===== src/rtcal_pkg.sv =====
// Constants and state type of the alarm and time-keeping register block
package rtcal_pkg;
	// ----------------------------------------
	// Timing
	// ----------------------------------------
	localparam int CLK_PERIOD_NS = 4;
	localparam int HALF_SEC_MS = 500;
	localparam int HALF_SEC_CYCLES = (HALF_SEC_MS * 1000000) / CLK_PERIOD_NS;
	// ----------------------------------------
	// Register byte offsets
	// ----------------------------------------
	localparam logic [7:0] OFS_ALCFG = 8'h00;
	localparam logic [7:0] OFS_WKHR = 8'h04;
	localparam logic [7:0] OFS_MINUTES_SECONDS_VALUE = 8'h08;
	localparam logic [7:0] OFS_AVAL = 8'h0C;
	localparam logic [7:0] OFS_CTRL = 8'h10;
	localparam logic [7:0] OFS_STS = 8'h14;
	localparam logic [7:0] OFS_CLR = 8'h18;
	localparam logic [7:0] OFS_IEN = 8'h1C;
	// ----------------------------------------
	// Field positions
	// ----------------------------------------
	localparam int ALCFG_ON_BIT = 15;
	localparam int ALCFG_CHIME_BIT = 14;
	localparam int ALCFG_MASK_LSB = 10;
	localparam int ALCFG_PTR_LSB = 8;
	localparam int WEEKDAY_DIGIT_LSB = 8;
	localparam int HRT_LSB = 4;
	localparam int MINT_LSB = 12;
	localparam int MINO_LSB = 8;
	localparam int SECT_LSB = 4;
	localparam int STS_ALARM_BIT = 0;
	localparam int STS_SEC_BIT = 1;
	// ----------------------------------------
	// Digit limits, counter ends, interval codes
	// ----------------------------------------
	localparam logic [2:0] WEEKDAY_DIGIT_MAX = 3'h6;
	localparam logic [1:0] HRT_MAX = 2'h2;
	localparam logic [3:0] ONES_MAX = 4'h9;
	localparam logic [2:0] TENS_MAX = 3'h5;
	localparam logic [3:0] HRO_LAST = 4'h3;
	localparam logic [7:0] RPT_FULL = 8'hFF;
	localparam logic [3:0] AM_HALF = 4'h0;
	localparam logic [3:0] AM_SEC = 4'h1;
	localparam logic [3:0] AM_10SEC = 4'h2;
	localparam logic [3:0] AM_MIN = 4'h3;
	localparam logic [3:0] AM_10MIN = 4'h4;
	localparam logic [3:0] AM_HOUR = 4'h5;
	localparam logic [3:0] AM_DAY = 4'h6;
	localparam logic [3:0] AM_WEEK = 4'h7;
	localparam logic [3:0] AM_MONTH = 4'h8;
	localparam logic [3:0] AM_YEAR = 4'h9;
	// ----------------------------------------
	// Whole state of the block
	// ----------------------------------------
	typedef struct packed {
		logic [26:0] div;
		logic phase;
		logic alarm_on;
		logic chime;
		logic [3:0] mask;
		logic [1:0] ptr;
		logic [7:0] rpt;
		logic [2:0] weekday_digit;
		logic [1:0] hrt;
		logic [3:0] hro;
		logic [2:0] mint;
		logic [3:0] mino;
		logic [2:0] sect;
		logic [3:0] seco;
		logic [2:0][15:0] aval;
		logic unlock;
		logic [1:0] sts;
		logic [1:0] ien;
		logic rdy;
		logic err;
		logic [31:0] rdata;
		logic irq;
	} rtcal_state_t;
endpackage : rtcal_pkg


===== src/rtcal_top.sv =====
// Alarm configuration, BCD time registers and APB slave of the clock block
//
// Register access over APB and the register addresses are this design's own decisions.
`timescale 1ns/100ps
`default_nettype none
// What this block does
// - Weekday digit only holds zero to six
// - Hours tens digit zero to two, except counting on from written hours 24 to 29 reaches three
// - Hours ones digit only zero to nine
// - Minutes tens digit only zero to five
// - Minutes ones digit only zero to nine
// - Seconds tens digit only zero to five
// - Seconds ones digit only zero to nine
// - Weekday/hours writes need write unlock set
// - Chime wraps repeat counter, else stops
// - Interval mask picks alarm period; reserved codes
// - Unimplemented bits read zero, ignore writes
module rtcal_top #(
	parameter int HALF_SEC_CYCLES = rtcal_pkg::HALF_SEC_CYCLES
) (
	input wire logic clk_sys,
	input wire logic reset,
	input wire logic psel,
	input wire logic penable,
	input wire logic pwrite,
	input wire logic [7:0] paddr,
	input wire logic [31:0] pwdata,
	input wire logic [3:0] pstrb,
	output logic [31:0] prdata,
	output logic pready,
	output logic pslverr,
	output logic irq
);
	rtcal_pkg::rtcal_state_t q;
	rtcal_pkg::rtcal_state_t n;
	logic tick;
	logic sec_tick;
	logic hit;
	logic done;
	logic wr;
	logic match;
	logic alarm_ev;
	logic [15:0] wk_word;
	logic [15:0] ms_word;
	logic [15:0] cfg_word;
	logic [15:0] win_word;
	logic [31:0] rd;
	logic [1:0] clr;

	// ----------------------------------------
	// Read views and decode
	// ----------------------------------------
	// Unimplemented positions are constant zero in every view
	always_comb begin
		cfg_word = {q.alarm_on, q.chime, q.mask, q.ptr, q.rpt};
		wk_word = {5'h00, q.weekday_digit, 2'h0, q.hrt, q.hro};
		ms_word = {1'b0, q.mint, q.mino, 1'b0, q.sect, q.seco};
		win_word = (q.ptr == 2'h3) ? 16'h0000 : q.aval[q.ptr];
		hit = 1'b1;
		rd = 32'h0000_0000;
		case (paddr)
			rtcal_pkg::OFS_ALCFG: rd = {16'h0000, cfg_word};
			rtcal_pkg::OFS_WKHR: rd = {16'h0000, wk_word};
			rtcal_pkg::OFS_MINUTES_SECONDS_VALUE: rd = {16'h0000, ms_word};
			rtcal_pkg::OFS_AVAL: rd = {16'h0000, win_word};
			rtcal_pkg::OFS_CTRL: rd = {31'h0000_0000, q.unlock};
			rtcal_pkg::OFS_STS: rd = {30'h0000_0000, q.sts};
			rtcal_pkg::OFS_CLR: rd = 32'h0000_0000;
			rtcal_pkg::OFS_IEN: rd = {30'h0000_0000, q.ien};
			default: hit = 1'b0;
		endcase
		done = psel & penable & q.rdy;
		wr = done & pwrite & hit;
	end

	// ----------------------------------------
	// Time base and alarm comparison
	// ----------------------------------------
	// Interval codes compare ever more digits; date codes fall back to weekday
	always_comb begin
		tick = (q.div == 27'(HALF_SEC_CYCLES - 1));
		sec_tick = tick & q.phase;
		case (q.mask)
			rtcal_pkg::AM_HALF: match = tick;
			rtcal_pkg::AM_SEC: match = sec_tick;
			rtcal_pkg::AM_10SEC: match = sec_tick & (q.seco == q.aval[0][3:0]);
			rtcal_pkg::AM_MIN: match = sec_tick & ({1'b0, q.sect, q.seco} == q.aval[0][7:0]);
			rtcal_pkg::AM_10MIN: match = sec_tick & (ms_word[11:0] == q.aval[0][11:0]);
			rtcal_pkg::AM_HOUR: match = sec_tick & (ms_word == q.aval[0]);
			rtcal_pkg::AM_DAY: match = sec_tick & (ms_word == q.aval[0])
				& (wk_word[7:0] == q.aval[1][7:0]);
			rtcal_pkg::AM_WEEK, rtcal_pkg::AM_MONTH, rtcal_pkg::AM_YEAR:
				match = sec_tick & (ms_word == q.aval[0]) & (wk_word == q.aval[1]);
			default: match = 1'b0;
		endcase
		alarm_ev = q.alarm_on & match;
		clr = (wr && paddr == rtcal_pkg::OFS_CLR) ? pwdata[1:0] : 2'h0;
	end

	// ----------------------------------------
	// Next state
	// ----------------------------------------
	always_comb begin
		n = q;
		n.rdy = 1'b0;
		n.err = 1'b0; // Error flag lives only beside its pready pulse
		// Divider gives the half-second enable pulse
		n.div = tick ? 27'h000_0000 : q.div + 27'h000_0001;
		if (tick) begin
			n.phase = ~q.phase;
		end
		// BCD chain, each digit wraps at its own limit
		if (sec_tick) begin
			n.seco = q.seco + 4'h1;
			if (q.seco == rtcal_pkg::ONES_MAX) begin
				n.seco = 4'h0;
				n.sect = q.sect + 3'h1;
				if (q.sect == rtcal_pkg::TENS_MAX) begin
					n.sect = 3'h0;
					n.mino = q.mino + 4'h1;
					if (q.mino == rtcal_pkg::ONES_MAX) begin
						n.mino = 4'h0;
						n.mint = q.mint + 3'h1;
						if (q.mint == rtcal_pkg::TENS_MAX) begin
							n.mint = 3'h0;
							n.hro = q.hro + 4'h1;
							if (q.hrt == rtcal_pkg::HRT_MAX && q.hro == rtcal_pkg::HRO_LAST) begin
								n.hro = 4'h0;
								n.hrt = 2'h0;
								n.weekday_digit = (q.weekday_digit == rtcal_pkg::WEEKDAY_DIGIT_MAX) ? 3'h0
									: q.weekday_digit + 3'h1;
							end else if (q.hro == rtcal_pkg::ONES_MAX) begin
								n.hro = 4'h0;
								n.hrt = q.hrt + 2'h1;
							end
						end
					end
				end
			end
		end
		// Alarm event: count down, wrap only with chime, stop otherwise
		if (alarm_ev) begin
			if (q.rpt != 8'h00) begin
				n.rpt = q.rpt - 8'h01;
			end else if (q.chime) begin
				n.rpt = rtcal_pkg::RPT_FULL;
			end else begin
				n.alarm_on = 1'b0;
			end
		end
		// Access phase: answer one cycle after penable rises
		if (psel && penable && !q.rdy) begin
			n.rdy = 1'b1;
			n.err = ~hit;
			n.rdata = (hit && !pwrite) ? rd : 32'h0000_0000;
		end
		// Window reads, and writes with pstrb[1], walk the pointer down to zero
		if (done && hit && paddr == rtcal_pkg::OFS_AVAL && q.ptr != 2'h0) begin
			if (!pwrite || pstrb[1]) begin
				n.ptr = q.ptr - 2'h1;
			end
		end
		// Software writes land at the completing edge and win over counting
		if (wr) begin
			case (paddr)
				rtcal_pkg::OFS_ALCFG: begin
					if (pstrb[1]) begin
						n.alarm_on = pwdata[rtcal_pkg::ALCFG_ON_BIT];
						n.chime = pwdata[rtcal_pkg::ALCFG_CHIME_BIT];
						n.mask = pwdata[rtcal_pkg::ALCFG_MASK_LSB +: 4];
						n.ptr = pwdata[rtcal_pkg::ALCFG_PTR_LSB +: 2];
					end
					if (pstrb[0]) begin
						n.rpt = pwdata[7:0];
					end
				end
				rtcal_pkg::OFS_WKHR: begin
					// Locked writes vanish; out of range digits load zero
					if (q.unlock && pstrb[1]) begin
						n.weekday_digit = (pwdata[rtcal_pkg::WEEKDAY_DIGIT_LSB +: 3] > rtcal_pkg::WEEKDAY_DIGIT_MAX)
							? 3'h0 : pwdata[rtcal_pkg::WEEKDAY_DIGIT_LSB +: 3];
					end
					if (q.unlock && pstrb[0]) begin
						n.hrt = (pwdata[rtcal_pkg::HRT_LSB +: 2] > rtcal_pkg::HRT_MAX)
							? 2'h0 : pwdata[rtcal_pkg::HRT_LSB +: 2];
						n.hro = (pwdata[3:0] > rtcal_pkg::ONES_MAX) ? 4'h0 : pwdata[3:0];
					end
				end
				rtcal_pkg::OFS_MINUTES_SECONDS_VALUE: begin
					if (q.unlock && pstrb[1]) begin
						n.mint = (pwdata[rtcal_pkg::MINT_LSB +: 3] > rtcal_pkg::TENS_MAX)
							? 3'h0 : pwdata[rtcal_pkg::MINT_LSB +: 3];
						n.mino = (pwdata[rtcal_pkg::MINO_LSB +: 4] > rtcal_pkg::ONES_MAX)
							? 4'h0 : pwdata[rtcal_pkg::MINO_LSB +: 4];
					end
					if (q.unlock && pstrb[0]) begin
						n.sect = (pwdata[rtcal_pkg::SECT_LSB +: 3] > rtcal_pkg::TENS_MAX)
							? 3'h0 : pwdata[rtcal_pkg::SECT_LSB +: 3];
						n.seco = (pwdata[3:0] > rtcal_pkg::ONES_MAX) ? 4'h0 : pwdata[3:0];
					end
				end
				rtcal_pkg::OFS_AVAL: begin
					if (q.ptr != 2'h3) begin
						if (pstrb[1]) begin
							n.aval[q.ptr][15:8] = pwdata[15:8];
						end
						if (pstrb[0]) begin
							n.aval[q.ptr][7:0] = pwdata[7:0];
						end
					end
				end
				rtcal_pkg::OFS_CTRL: begin
					if (pstrb[0]) begin
						n.unlock = pwdata[0];
					end
				end
				rtcal_pkg::OFS_IEN: begin
					if (pstrb[0]) begin
						n.ien = pwdata[1:0];
					end
				end
				default: n.unlock = q.unlock;
			endcase
		end
		// Sticky flags: a new event beats a clear in the same cycle
		n.sts = (q.sts & ~clr)
			| {sec_tick, alarm_ev};
		n.irq = |(n.sts & n.ien);
	end

	// ----------------------------------------
	// State register
	// ----------------------------------------
	always_ff @(posedge clk_sys or posedge reset) begin
		if (reset) begin
			q <= '0;
		end else begin
			q <= n;
		end
	end

	assign prdata = q.rdata;
	assign pready = q.rdy;
	assign pslverr = q.err;
	assign irq = q.irq;
endmodule : rtcal_top
`default_nettype wire


===== config.mk =====
export PLATFORM = sky130hd
export DESIGN_NAME = rtcal_top
export DESIGN_NICKNAME = d
export VERILOG_FILES = /design/src/rtcal_pkg.sv /design/src/rtcal_top.sv
export SDC_FILE = /design/constraint.sdc
export NUM_CORES = 1
export LEC_CHECK = 0
export ABC_AREA = 1
export BUFFER_PORTS_ARGS = -buffer_cell sky130_fd_sc_hd__buf_4
export CAP_MARGIN = 20
export CELL_PAD_IN_SITES_DETAIL_PLACEMENT = 1
export CELL_PAD_IN_SITES_GLOBAL_PLACEMENT = 1
export CORE_AREA = 8 8 155 157
export DETAILED_ROUTE_END_ITERATION = 12
export DIE_AREA = 0 0 163 165
export PLACE_DENSITY = 0.73
export SLEW_MARGIN = 20
export SYNTH_ARGS = -nofsm -noshare
export SYNTH_HDL_FRONTEND = slang
export SYNTH_SLANG_ARGS = --single-unit

===== constraint.sdc =====
create_clock -name clk_sys -period 11.7 [get_ports clk_sys]
set_clock_uncertainty 0.1 [all_clocks]
set_input_delay 0.585 -clock clk_sys [delete_from_list [all_inputs] [get_ports clk_sys]]
set_output_delay 0.585 -clock clk_sys [all_outputs]
set_load 0.005 [all_outputs]

==> After elaboration in Yosys (flattened, before gate mapping) <==
Cells that the tools add are included.
{ "classes": {"n_lt_le_gt_ge": 8, "bitwise_logic": 18, "eq_ne": 33, "n_addsub": 10, "reduce_logical": 24, "mux": 61} }
{ "op_table": {"columns": ["cell", "n"], "rows": [
  ["2-to-1 mux 48 bit", 7],
  ["one-hot mux 16 bit (7 select lines)", 1],
  ["bitwise mux 48 bit", 2],
  ["2-to-1 mux 88 bit", 1],
  ["2-to-1 mux 16 bit", 5],
  ["demux 16 bit (select 2 bit)", 2],
  ["2-to-1 mux 8 bit", 6],
  ["2-to-1 mux 23 bit", 2],
  ["2-to-1 mux 34 bit", 1],
  ["binary-select mux 16 bit (select 2 bit)", 1],
  ["equality test 8 x 5 -> 1 bit, second input constant", 4],
  ["2-to-1 mux 32 bit", 1],
  ["adder 27 x 1 -> 27 bit, second input constant", 1],
  ["equality test 27 bit, second input constant", 1],
  ["2-to-1 mux 27 bit", 1],
  ["equality test 4 bit, second input constant", 5],
  ["2-to-1 mux 19 bit", 1],
  ["2-to-1 mux 3 bit", 6],
  ["2-to-1 mux 6 bit", 3],
  ["equality test 11 x 16 -> 1 bit", 1],
  ["equality test 15 x 16 -> 1 bit", 1],
  ["equality test 4 x 3 -> 1 bit, second input constant", 4],
  ["equality test 8 x 4 -> 1 bit, second input constant", 2],
  ["2-to-1 mux 14 bit", 1],
  ["other kinds (43)", 94]
]} }
{ "totals": {"reg_bits": 155, "wordCells": 178, "output_inout_bits": 35, "input_bits": 49} }

==> Logic depth before layout (Yosys ltp) <==
Gate-level depths: netlist of the first run.
{ "depth": {"word_depth": 14, "ltp_mapped": 18, "mapped_depth_nobuf": 18} }

==> Least setup slack after synthesis of the first run <==
No wires, ideal clock.
{ "synth_path": {"path_type": "input port to flip-flop", "from": "input port paddr[6]", "to": "register (tool-made name)", "arrival_ps": 1950, "path_stages": 11, "setup_time_ps": 121, "setup_slack_ps": 9530, "t_required_ps": 11479, "path_cell_list": "inv_1 > nand3_2 > a311oi_4 > nor2_2 > nor2_4 > nand2_4 > nor3_4 > nand2_2 > buf_6 > nand2_1 > o21ai_2"} }
{ "synth_rtl": {"columns": ["item", "line", "text"], "rows": [
  ["from (decl)", "rtcal_top.sv:26", "input wire logic [7:0] paddr,"]
]} }

==> impl_metrics.csv, run 1 <==
group,metric,value,unit
status,outcome,"finished, final reports clean",
logic_synthesis,synth-main-ff-cell,"dfrtp_1",
power,logic_gate_share_of_total_power,3.5,%
floorplan,dieArea,26900,um2
global_route,grt_pass1_wl,44420,um
critical_path,timing.critical_path.arrival,3.00,ns
drt,vias_per_cell,5.268,
layout,synthToLayoutAreaGrowth,11.85,%
clock_tree,clock_sinks,139,
timing,setup_viol,0,
critical_path,reg2reg_from,"q[128]",
power,power.density,113.1,nW/um2
critical_path,ff2ff_path_depth,14,
clock_tree,cts.repair.resized,0,
global_route,largest_net_degree_at_the_start_of_global_routing,83,
run,maxCapViolCount,0,
layout,insertedDiodeCount,0,
logic_synthesis,count_of_unique_library_cells_instantiated_by_yosys,50,
critical_path,startpoint_type,"flip-flop",
timing,worst_slack,8.926,ns
drt,dr.first_iter.drc_count,404,
logic_synthesis,ys_seq_area_share,40.92,%
global_route,antenna_violations_before_repair,0,
drt,route.vias.total,7644,
floorplan,core-area,21490,um2
critical_path,endpoint_kind,"flip-flop",
power,switching_power,0.0002804,W
clock_tree,total_of_hold_buffers_inserted_after_clock_tree_synthesis,0,
logic_synthesis,postSynthCellCount,1128,
layout,finalNetCount,1216,
timing,setup_total_negative_slack,0,ns
timing,period_utilization,23.71,%
drt,detail_route.wl_per_cell,18.75,um
power,p_clk_share,51.7,%
layout,layout-drive-gt1-share,12.81,%
critical_path,critPathRequiredTime,11.93,ns
global_route,vias_in_the_first_global_route,7984,
floorplan,floorplan.io_pins,84,
floorplan,start_util,39.56,%
logic_synthesis,ys_async_sr_fraction,100.0,%
timing,max_slew.worst_pin.slew,0.8298,ns
power,power.ir.vdd_worst,0.08842,mV
global_route,grt.overflow.total,0,
critical_path,worstSetupPathType,"reg2reg",
drt,drt_drc_violations_left,0,
timing,achievable-frequency,360.5,MHz
clock_tree,cts_setup_buffers,0,
clock_tree,tritoncts.num_buffers,17,
critical_path,reg2reg_setup_slack,8.93,ns
placement,port_buffers,49,
logic_synthesis,ys_warn_count,0,
power,fin_total_pwr,0.001075,W
critical_path,reg_to_reg_critical_path_endpoint,"ms_word[9]",
clock_tree,cts_tree,"yes",
power,power_frac_seq,44.7,%
layout,num-fill-cells,2729,
floorplan,die_width,163,um
critical_path,worst-path-max-fanout,13,
layout,end_of_flow_core_utilization,44.25,%
layout,finish.cell_count_without_fillers,1451,
drt,first_drt_pass_iteration_count,5,
placement,detailedPlace.worstSlack,8.813,ns
worst_hold_path,hold_class,"in2async",
timing,grt_setup_unrepaired,"false",
floorplan,die_h,165,um
clock_tree,htree_levels,4,
timing,final_critical_delay_including_setup_and_external_delays,2.774,ns
placement,globalplace.congestion,0.8551,
drt,totalWireLength,27210,um
timing,worst_slew_margin_rel,44.68,%
clock_tree,clk_root_buffer_cell,"clkbuf_16",
logic_synthesis,ys_ff_latch,139,
logic_synthesis,number_of_enable_type_register_cells_in_the_synthesized_netlist,0,
drt,drtAntennaViolNets,0,
clock_tree,clk_pin_slew_worst_paths,0.07,ns
global_route,gr-usage-all-layers,21.23,%
placement,placedCellCount,1419,
timing,timing.final.hold_violations,0,
placement,place_hpwl,20730,um
clock_tree,cts_max_path_buffers,2,
power,power_leakage,4.584,nW
floorplan,count_of_standard_cell_rows,54,
logic_synthesis,syn-mean-instance-area,7.536,um2
logic_synthesis,netlist_area,8501,um2
power,power.share.switching,26.09,%
clock_tree,worstSkewPairLatency,0.44,ns
power,cell_internal_pwr,0.0007945,W
timing,final_max_slew_viol_count,0,
-- area by class of cell --
type / count / area, um2 / area share [%]
Clock buffer: 17 / 425.4 / 4.474
Clock inverter: 15 / 167.7 / 1.763
Inverter: 148 / 560.5 / 5.896
Multi-Input combinational cell: 801 / 4143 / 43.57
Sequential cell: 139 / 3478 / 36.58
Tap cell: 280 / 350.3 / 3.685
Timing Repair Buffer: 51 / 382.9 / 4.027
-- synthesized netlist by cell type (11+ instances only) --
master,instances,share of area [%]
o21ai_1,48,2.8
nand2_1,280,12
nor3_1,23,1.4
xor2_1,23,2.4
buf_4,33,2.9
dfrtp_1,139,41
nand3_1,59,3.5
o21ai_0,85,5.0
nor2_4,11,1.5
nand4_1,22,1.6
a21oi_1,34,2.0
clkbuf_1,11,0.49
nor2_1,85,3.8
nand2_2,14,1.0
inv_1,137,6.0
-- per-stage QoR --
step	hold slack [ns]	instance area [um2]
finish	0.2035	9508
CTS	0.2288	9508
global placement	0.3526	8915
detailed placement	0.3641	8915
floorplan	0.3329	8557
global route	0.2671	9508
-- worst max path at each step --
stage                                  to  startpoint  depth (start not counted)
2_1_floorplan  asynchronous set/reset pin       reset                          1
3_3_place_gp                   ms_word[3]    paddr[6]                         11
3_5_place_dp                   ms_word[2]    paddr[6]                         11
4_1_cts                        ms_word[9]      q[128]                         14
5_1_grt                        ms_word[9]      q[128]                         14
6_report                       ms_word[9]      q[128]                         14
-- power by group through the flow --
stage	Clock, W	Sequential [W]	Combinational, W
after global placement	0	0.000490	0.0000379
after CTS	0.000567	0.000481	0.0000384
after floorplan	0	0.000490	0.0000216
after global routing	0.000587	0.000481	0.0000427
after detailed placement	0	0.000490	0.0000383
final	0.000556	0.000481	0.0000380
-- cell families (layout without fill, tap and decap cells) --
kind of cell / count (synthesis) / after routing / synth area share, %
buf+inv: 203 / 231 / 11.01
compound gates: 217 / 217 / 14.62
fa+ha+maj: 9 / 9 / 1.325
xor+xnor: 31 / 31 / 3.194
other cells: 1 / 16 / 0.04411
flops: 139 / 139 / 40.92
simple gates: 528 / 528 / 28.89
-- placed cells by master (no fill, tap or decap), drive strengths merged, types with 9 or more instances in the layout --
| cell type | count |
|---|---|
| a21oi | 34 |
| buf | 51 |
| nand2 | 297 |
| inv | 154 |
| clkbuf | 17 |
| dfrtp | 139 |
| ha | 9 |
| xor2 | 23 |
| nand4 | 24 |
| o22ai | 9 |
| o21ai | 141 |
| nand3 | 63 |
| conb | 16 |
| nor3 | 29 |
| nor2 | 104 |
-- worst max-delay path, cell delays in order (launching register included) --
cell and delay [ns]:
dfrtp_1 0.38, ha_1 0.21, nand2_2 0.08, nor2_4 0.12, nand2_2 0.11, inv_2 0.07, nand3_1 0.10, nor2_4 0.42
nand2_2 0.15, nor2_2 0.26, nand2_1 0.19, o21ai_0 0.21, o21ai_0 0.14, nand2_1 0.08, nand2_1 0.05
-- metal layers --
layer / vias to the layer above / part of all wire, % / global-route usage (%)
met5: - / 0 / 0
met4: 0 / 1.8 / 6.297
met3: 36 / 4.6 / 3.963
li1: 3704 / - / -
met1: 3749 / 46 / 28.03
met2: 155 / 48 / 34.84
No activity file was read; power rests on OpenSTA's default activity.
==> run 2, diff against run 1 <==
--- a/config.mk
+++ b/config.mk
@@ -13,7 +13,7 @@
 export CORE_AREA = 8 8 155 157
 export DETAILED_ROUTE_END_ITERATION = 12
 export DIE_AREA = 0 0 163 165
-export PLACE_DENSITY = 0.73
+export PLACE_DENSITY = 0.75
 export SLEW_MARGIN = 20
 export SYNTH_ARGS = -nofsm -noshare
 export SYNTH_HDL_FRONTEND = slang
==> constraint.sdc (replaced) <==
create_clock -name clk_sys -period 2.5 [get_ports clk_sys]
set_clock_uncertainty 0.1 [all_clocks]
set_input_delay 0.125 -clock clk_sys [delete_from_list [all_inputs] [get_ports clk_sys]]
set_output_delay 0.125 -clock clk_sys [all_outputs]
set_load 0.005 [all_outputs]
==> run 2 against run 1 <==
Setup slack got worse by 8.7 ns; register-to-register slack worse by 8.7 ns; first-iteration DRC count grew 7.4%; highest routed layer unchanged.
==> impl_metrics.csv, run 2 (synthesis results as in run 1) <==
group,metric,value,unit
layout,layout-drive-gt1-share,15.96,%
drt,dr.first_iter.drc_count,434,
status,outcome,"finished, final reports clean",
worst_hold_path,min_from,"paddr[4]",
drt,detail_route.wl_per_cell,18.78,um
drt,vias_per_cell,5.260,
clock_tree,worstSkewPairLatency,0.43,ns
floorplan,count_of_standard_cell_rows,54,
timing,setup_viol,0,
placement,place_hpwl,21270,um
global_route,antenna_violations_before_repair,1,
power,power.density,508.4,nW/um2
global_route,largest_net_degree_at_the_start_of_global_routing,140,
power,power.ir.vdd_worst,0.4598,mV
timing,max_slew.worst_pin.slew,0.7831,ns
global_route,grt.overflow.total,0,
floorplan,floorplan.io_pins,84,
critical_path,critical-path-max-stage-delay,0.49,ns
critical_path,endpoint_kind,"flip-flop",
critical_path,reg2reg_setup_slack,0.19,ns
critical_path,timing.critical_path.arrival,2.57,ns
placement,port_buffers,49,
clock_tree,clk_root_buffer_cell,"clkbuf_16",
critical_path,worstSetupPathType,"reg2reg",
clock_tree,cts_max_path_buffers,2,
critical_path,critPathSlowestCell,"dfrtp_1",
drt,met3WireLength,1337,um
clock_tree,clk_pin_slew_worst_paths,0.07,ns
clock_tree,clock_sinks,139,
clock_tree,htree_levels,4,
timing,achievable-frequency,433.4,MHz
critical_path,critPathRequiredTime,2.76,ns
timing,worst_slew_margin_rel,47.79,%
drt,first_drt_pass_iteration_count,5,
critical_path,startpoint_type,"flip-flop",
timing,final_critical_delay_including_setup_and_external_delays,2.307,ns
layout,num-fill-cells,2711,
drt,drtAntennaViolNets,0,
worst_hold_path,hold_depth,3,
placement,globalplace.congestion,0.8570,
drt,drt_drc_violations_left,0,
floorplan,dieArea,26900,um2
drt,route.vias.total,7938,
critical_path,timing.critical_path.cells,"xor2_1, nor2_1, nand2_1, nor2_1, inv_1, nor2_1, nand2_1, nand2_1, nand2_2, nand2_4, nand2_4, nand2_1, nand2_1, nand2_1",
clock_tree,tritoncts.num_buffers,17,
layout,synthToLayoutAreaGrowth,18.16,%
floorplan,die_width,163,um
drt,routed.top_layer,"met4",
drt,drt-met1-wl,12390,um
layout,most_common_cell_after_layout_fill_and_taps_aside,"nand2_1",
critical_path,reg2reg_from,"ms_word[2]",
timing,final_max_slew_viol_count,0,
clock_tree,cts_tree,"yes",
global_route,vias_in_the_first_global_route,8346,
floorplan,core-area,21490,um2
timing,timing.final.hold_violations,0,
global_route,gr-usage-all-layers,21.62,%
worst_hold_path,worstHoldEndpoint,"pslverr",
critical_path,critPathMostFrequentCell,"nand2_1",
timing,grt_setup_unrepaired,"false",
floorplan,start_util,39.56,%
floorplan,die_h,165,um
critical_path,worst-path-max-fanout,9,
power,power_leakage,4.832,nW
layout,finalNetCount,1273,
layout,final_cell_mix,"280 x nand2_1, 136 x inv_1, 136 x dfrtp_1, 86 x buf_4, 85 x o21ai_0",
drt,totalWireLength,28340,um
critical_path,reg_to_reg_critical_path_endpoint,"irq",
layout,end_of_flow_core_utilization,46.75,%
timing,setup_total_negative_slack,0,ns
run,maxCapViolCount,0,
critical_path,ff2ff_path_depth,14,
global_route,grt_pass1_wl,45380,um
drt,route.met2.wl,14050,um
timing,period_utilization,92.29,%
worst_hold_path,hold_class,"in2reg",
-- run 2: changes by cell type in the layout (fill, tap and decap cells not counted), sizes merged --
cell	change
buf	+36
dlygate4sd3	+21
clkinvlp	+5
clkinv	-3
inv	-3
bufinv	+1
diode	+1
-- run 2: critical path: cells and delay by family (launching register included) --
family,cells,cell delay (ns)
buffers and inverters,1,0.08
DFF,1,0.49
and+or+nand+nor,12,1.35
xor gates and xnor gates,1,0.21
-- run 2: how the worst max path moves through the flow --
stage,from,to,slack [ns],depth (start not counted)
2_1_floorplan,q[128],ms_word[10],0.49,16
3_3_place_gp,ms_word[8],q[108],0.11,9
3_5_place_dp,ms_word[8],q[110],0.06,10
4_1_cts,ms_word[8],q[110],0.04,10
5_1_grt,q[128],ms_word[5],0.009,13
6_report,ms_word[2],irq,0.19,14
-- run 2: what timing repair did --
item                                    in CTS  in global routing
setup buffers                                0                  5
hold buffers                                21                  0
endpoints found under the setup margin       0                 13
resized for setup                            0                 10
hold endpoints to repair                   203                  0
-- run 2: metrics by stage --
| step | total power, W | hold WS [ns] | instance area [um2] | setup WS (ns) | cells |
|---|---|---|---|---|---|
| after floorplan | 0.002396 | 0.1418 | 8561 | 0.4922 | 1143 |
| after global placement | 0.002475 | 0.2734 | 9159 | 0.1086 | 1450 |
| after detailed placement | 0.002477 | 0.2785 | 9159 | 0.05788 | 1450 |
| after CTS | 0.005154 | 0.002742 | 9971 | 0.03613 | 1503 |
| after global routing | 0.005243 | 0.06476 | 10040 | 0.008717 | 1509 |
| final | 0.005107 | 0.02268 | 10040 | 0.1928 | 1509 |
-- run 2: power breakdown --
| part | internal (W) | switching [W] | total (W) |
|---|---|---|---|
| sequential | 0.00225 | 0.00000114 | 0.00225 |
| combinational | 0.0000689 | 0.000141 | 0.000210 |
| clock | 0.00151 | 0.00114 | 0.00265 |
-- run 2: per-layer routing --
layer	GRT usage, %	up-vias
met5	0	-
met4	6.714	0
met3	4.163	43
met2	37.06	177
met1	27.05	3901
li1	-	3817
-- run 2: cell type report --
type	count	area [um2]	share of cell area, %
clock buffer	17	425.4	4.235
sequential	139	3482	34.67
timing repair buffer	108	875.8	8.720
antenna	1	2.502	0.02491
multi-input combinational	801	4173	41.54
inverter	148	559.3	5.568
tap	280	350.3	3.488
clock inverter	15	176.4	1.756
==> run 3, diff against run 2 <==
--- a/config.mk
+++ b/config.mk
@@ -13,7 +13,9 @@
 export CORE_AREA = 8 8 155 157
 export DETAILED_ROUTE_END_ITERATION = 12
 export DIE_AREA = 0 0 163 165
-export PLACE_DENSITY = 0.75
+export GPL_TIMING_DRIVEN = 0
+export MAX_ROUTING_LAYER = met4
+export PLACE_DENSITY = 0.82
 export SLEW_MARGIN = 20
 export SYNTH_ARGS = -nofsm -noshare
 export SYNTH_HDL_FRONTEND = slang
==> run 3 against run 2 <==
Global-route usage increased by 1.6 points; power shrank 1.7%; maximum frequency fell by 5.1%; critical endpoint is now prdata[7]; die area stayed put; utilization rose by 0.93 points.
==> impl_metrics.csv, run 3 (synthesis results as in run 1) <==
group,metric,value,unit
global_route,grt.met1_usage,28.61,%
layout,num-fill-cells,2701,
global_route,antenna_violations_before_repair,0,
power,power_frac_seq,44.9,%
critical_path,timing.critical_path.cells,"clkbuf_1, clkbuf_2, o21ai_0, o21ai_0, a22oi_1, o21ai_0",
power,power.share.switching,24.39,%
critical_path,worst-path-max-fanout,10,
power,power_leakage,4.978,nW
floorplan,count_of_standard_cell_rows,54,
floorplan,floorplan.io_pins,84,
timing,grt_setup_unrepaired,"true",
timing,max_slew.worst_pin.slew,0.7579,ns
power,switching_power,0.001224,W
timing,hold-worst-slack,0.01208,ns
power,cell_internal_pwr,0.003794,W
power,power.density,489.9,nW/um2
clock_tree,worstSkewPairLatency,0.44,ns
timing,final_critical_delay_including_setup_and_external_delays,2.431,ns
critical_path,critPathRequiredTime,2.75,ns
critical_path,timing.critical_path.arrival,2.68,ns
clock_tree,htree_levels,4,
floorplan,dieArea,26900,um2
power,fin_total_pwr,0.005019,W
drt,drtAntennaViolNets,0,
clock_tree,clk_pin_slew_worst_paths,0.06,ns
placement,placedCellCount,1476,
layout,most_common_cell_after_layout_fill_and_taps_aside,"nand2_1",
layout,seq_area,3478,um2
power,p_clk_share,50.3,%
worst_hold_path,hold_class,"in2reg",
timing,achievable-frequency,411.4,MHz
critical_path,worstSetupPathType,"reg2reg",
timing,period_utilization,97.23,%
critical_path,path_buf_inv,2,
status,outcome,"finished, final reports clean",
floorplan,die_h,165,um
drt,drt_drc_violations_left,0,
critical_path,critical_path.top_delay_family,"compound AO/OA/AOI/OAI gates",
critical_path,critPathSlowestCell,"o21ai_0",
clock_tree,cts_max_path_buffers,2,
timing,setup_viol,0,
global_route,grt.overflow.total,0,
layout,final_cell_mix,"276 x nand2_1, 139 x dfrtp_1, 136 x inv_1, 89 x buf_4, 83 x nor2_1",
drt,first_drt_pass_iteration_count,5,
drt,route.vias.total,8344,
critical_path,startpoint_type,"flip-flop",
critical_path,critical-path-max-stage-delay,0.52,ns
layout,layout-drive-gt1-share,17.22,%
global_route,gr-usage-all-layers,23.27,%
timing,final_max_slew_viol_count,0,
drt,detail_route.wl_per_cell,19.45,um
global_route,largest_net_degree_at_the_start_of_global_routing,34,
placement,port_buffers,49,
clock_tree,clock_sinks,139,
clock_tree,clk_root_buffer_cell,"clkbuf_16",
placement,place_hpwl,22080,um
placement,globalplace.congestion,0.9433,
global_route,grt_util_met2,38.06,%
timing,setup_total_negative_slack,0,ns
clock_tree,tritoncts.num_buffers,17,
global_route,grt_pass1_wl,47490,um
critical_path,critPathMostFrequentCell,"o21ai_0",
global_route,grt_use_met3,3.564,%
global_route,busiest_grt_layer,"met2",
layout,synthToLayoutAreaGrowth,20.52,%
drt,vias_per_cell,5.439,
drt,totalWireLength,29830,um
power,logic_gate_share_of_total_power,4.8,%
layout,finalNetCount,1299,
layout,insertedDiodeCount,0,
run,maxCapViolCount,0,
floorplan,die_width,163,um
floorplan,core-area,21490,um2
drt,dr.first_iter.drc_count,714,
floorplan,start_util,39.56,%
layout,multi_input_area,4190,um2
global_route,vias_in_the_first_global_route,8717,
clock_tree,cts_tree,"yes",
timing,timing.final.hold_violations,0,
power,power.ir.vdd_worst,0.3957,mV
layout,finish.cell_count_without_fillers,1534,
timing,worst_slew_margin_rel,49.09,%
critical_path,endpoint_kind,"flip-flop",
[run 3: cell types whose count changed in the layout (fill, tap and decap cells not counted), sizes merged]
cell,previous run,this run
clkinv,5,8
inv,151,144
bufinv,2,1
clkbuf,17,32
diode,1,0
clkinvlp,5,7
buf,87,102
dlygate4sd3,21,20
[run 3: repair_timing]
action	in CTS	in global routing
endpoints found under the setup margin	9	36
pin swaps	1	7
gates resized for setup	3	21
hold buffers	20	0
endpoints found under the hold margin	76	0
gates cloned	0	0
buffers inserted	0	7
[run 3: per-stage QoR]
stage	setup slack (ns)	instance area [um2]	util, %
2_1_floorplan	0.4922	8561	-
3_3_place_gp	-0.4596	9279	43.19
3_5_place_dp	-0.06785	9359	43.56
4_1_cts	0.04153	10150	47.23
5_1_grt	-0.07233	10240	47.68
6_report	0.06927	10240	47.68
[run 3: power by group through the flow]
stage / Combinational, W / Clock (W) / Sequential (W)
6_report: 0.000240 / 0.00253 / 0.00225
5_1_grt: 0.000264 / 0.00262 / 0.00225
4_1_cts: 0.000241 / 0.00253 / 0.00225
3_5_place_dp: 0.000215 / 0 / 0.00229
3_3_place_gp: 0.000197 / 0 / 0.00229
2_1_floorplan: 0.000102 / 0 / 0.00229
[run 3: final timing paths]
| check | from | to | slack, ns | cells past startpoint |
|---|---|---|---|---|
| worst max-delay path | cfg_word[8] | prdata[7] | 0.07 | 6 |
| worst min-delay path | paddr[4] | pslverr | 0.01 | 3 |
| worst max register to register | cfg_word[8] | prdata[7] | 0.07 | 6 |
| worst min register to register | q[128] | q[128] | 0.37 | 1 |
| max in group asynchronous | reset | q[105] | 1.31 | 5 |
| min in group asynchronous | reset | q[149] | 0.21 | 3 |
[run 3: worst reg2reg max path, cell delays in order, from the launching register on]
cell and delay [ns]:
dfrtp_1 0.42, clkbuf_1 0.42, clkbuf_2 0.36, o21ai_0 0.11
o21ai_0 0.52, a22oi_1 0.23, o21ai_0 0.18
[run 3: final cells by class]
cell class                 instances  area share, %
multi-input combinational        801          40.90
clock inverter                    12          1.124
inverter                         148          5.459
buffer                            54          3.749
timing repair buffer              80          6.839
sequential                       139          33.95
clock buffer                      20          4.555
tap                              280          3.420
[run 3: layer usage]
layer	up-vias	wire, um
met3	70	1294
met1	4158	13200
met5	-	0
met2	251	14510
li1	3865	-
met4	0	819
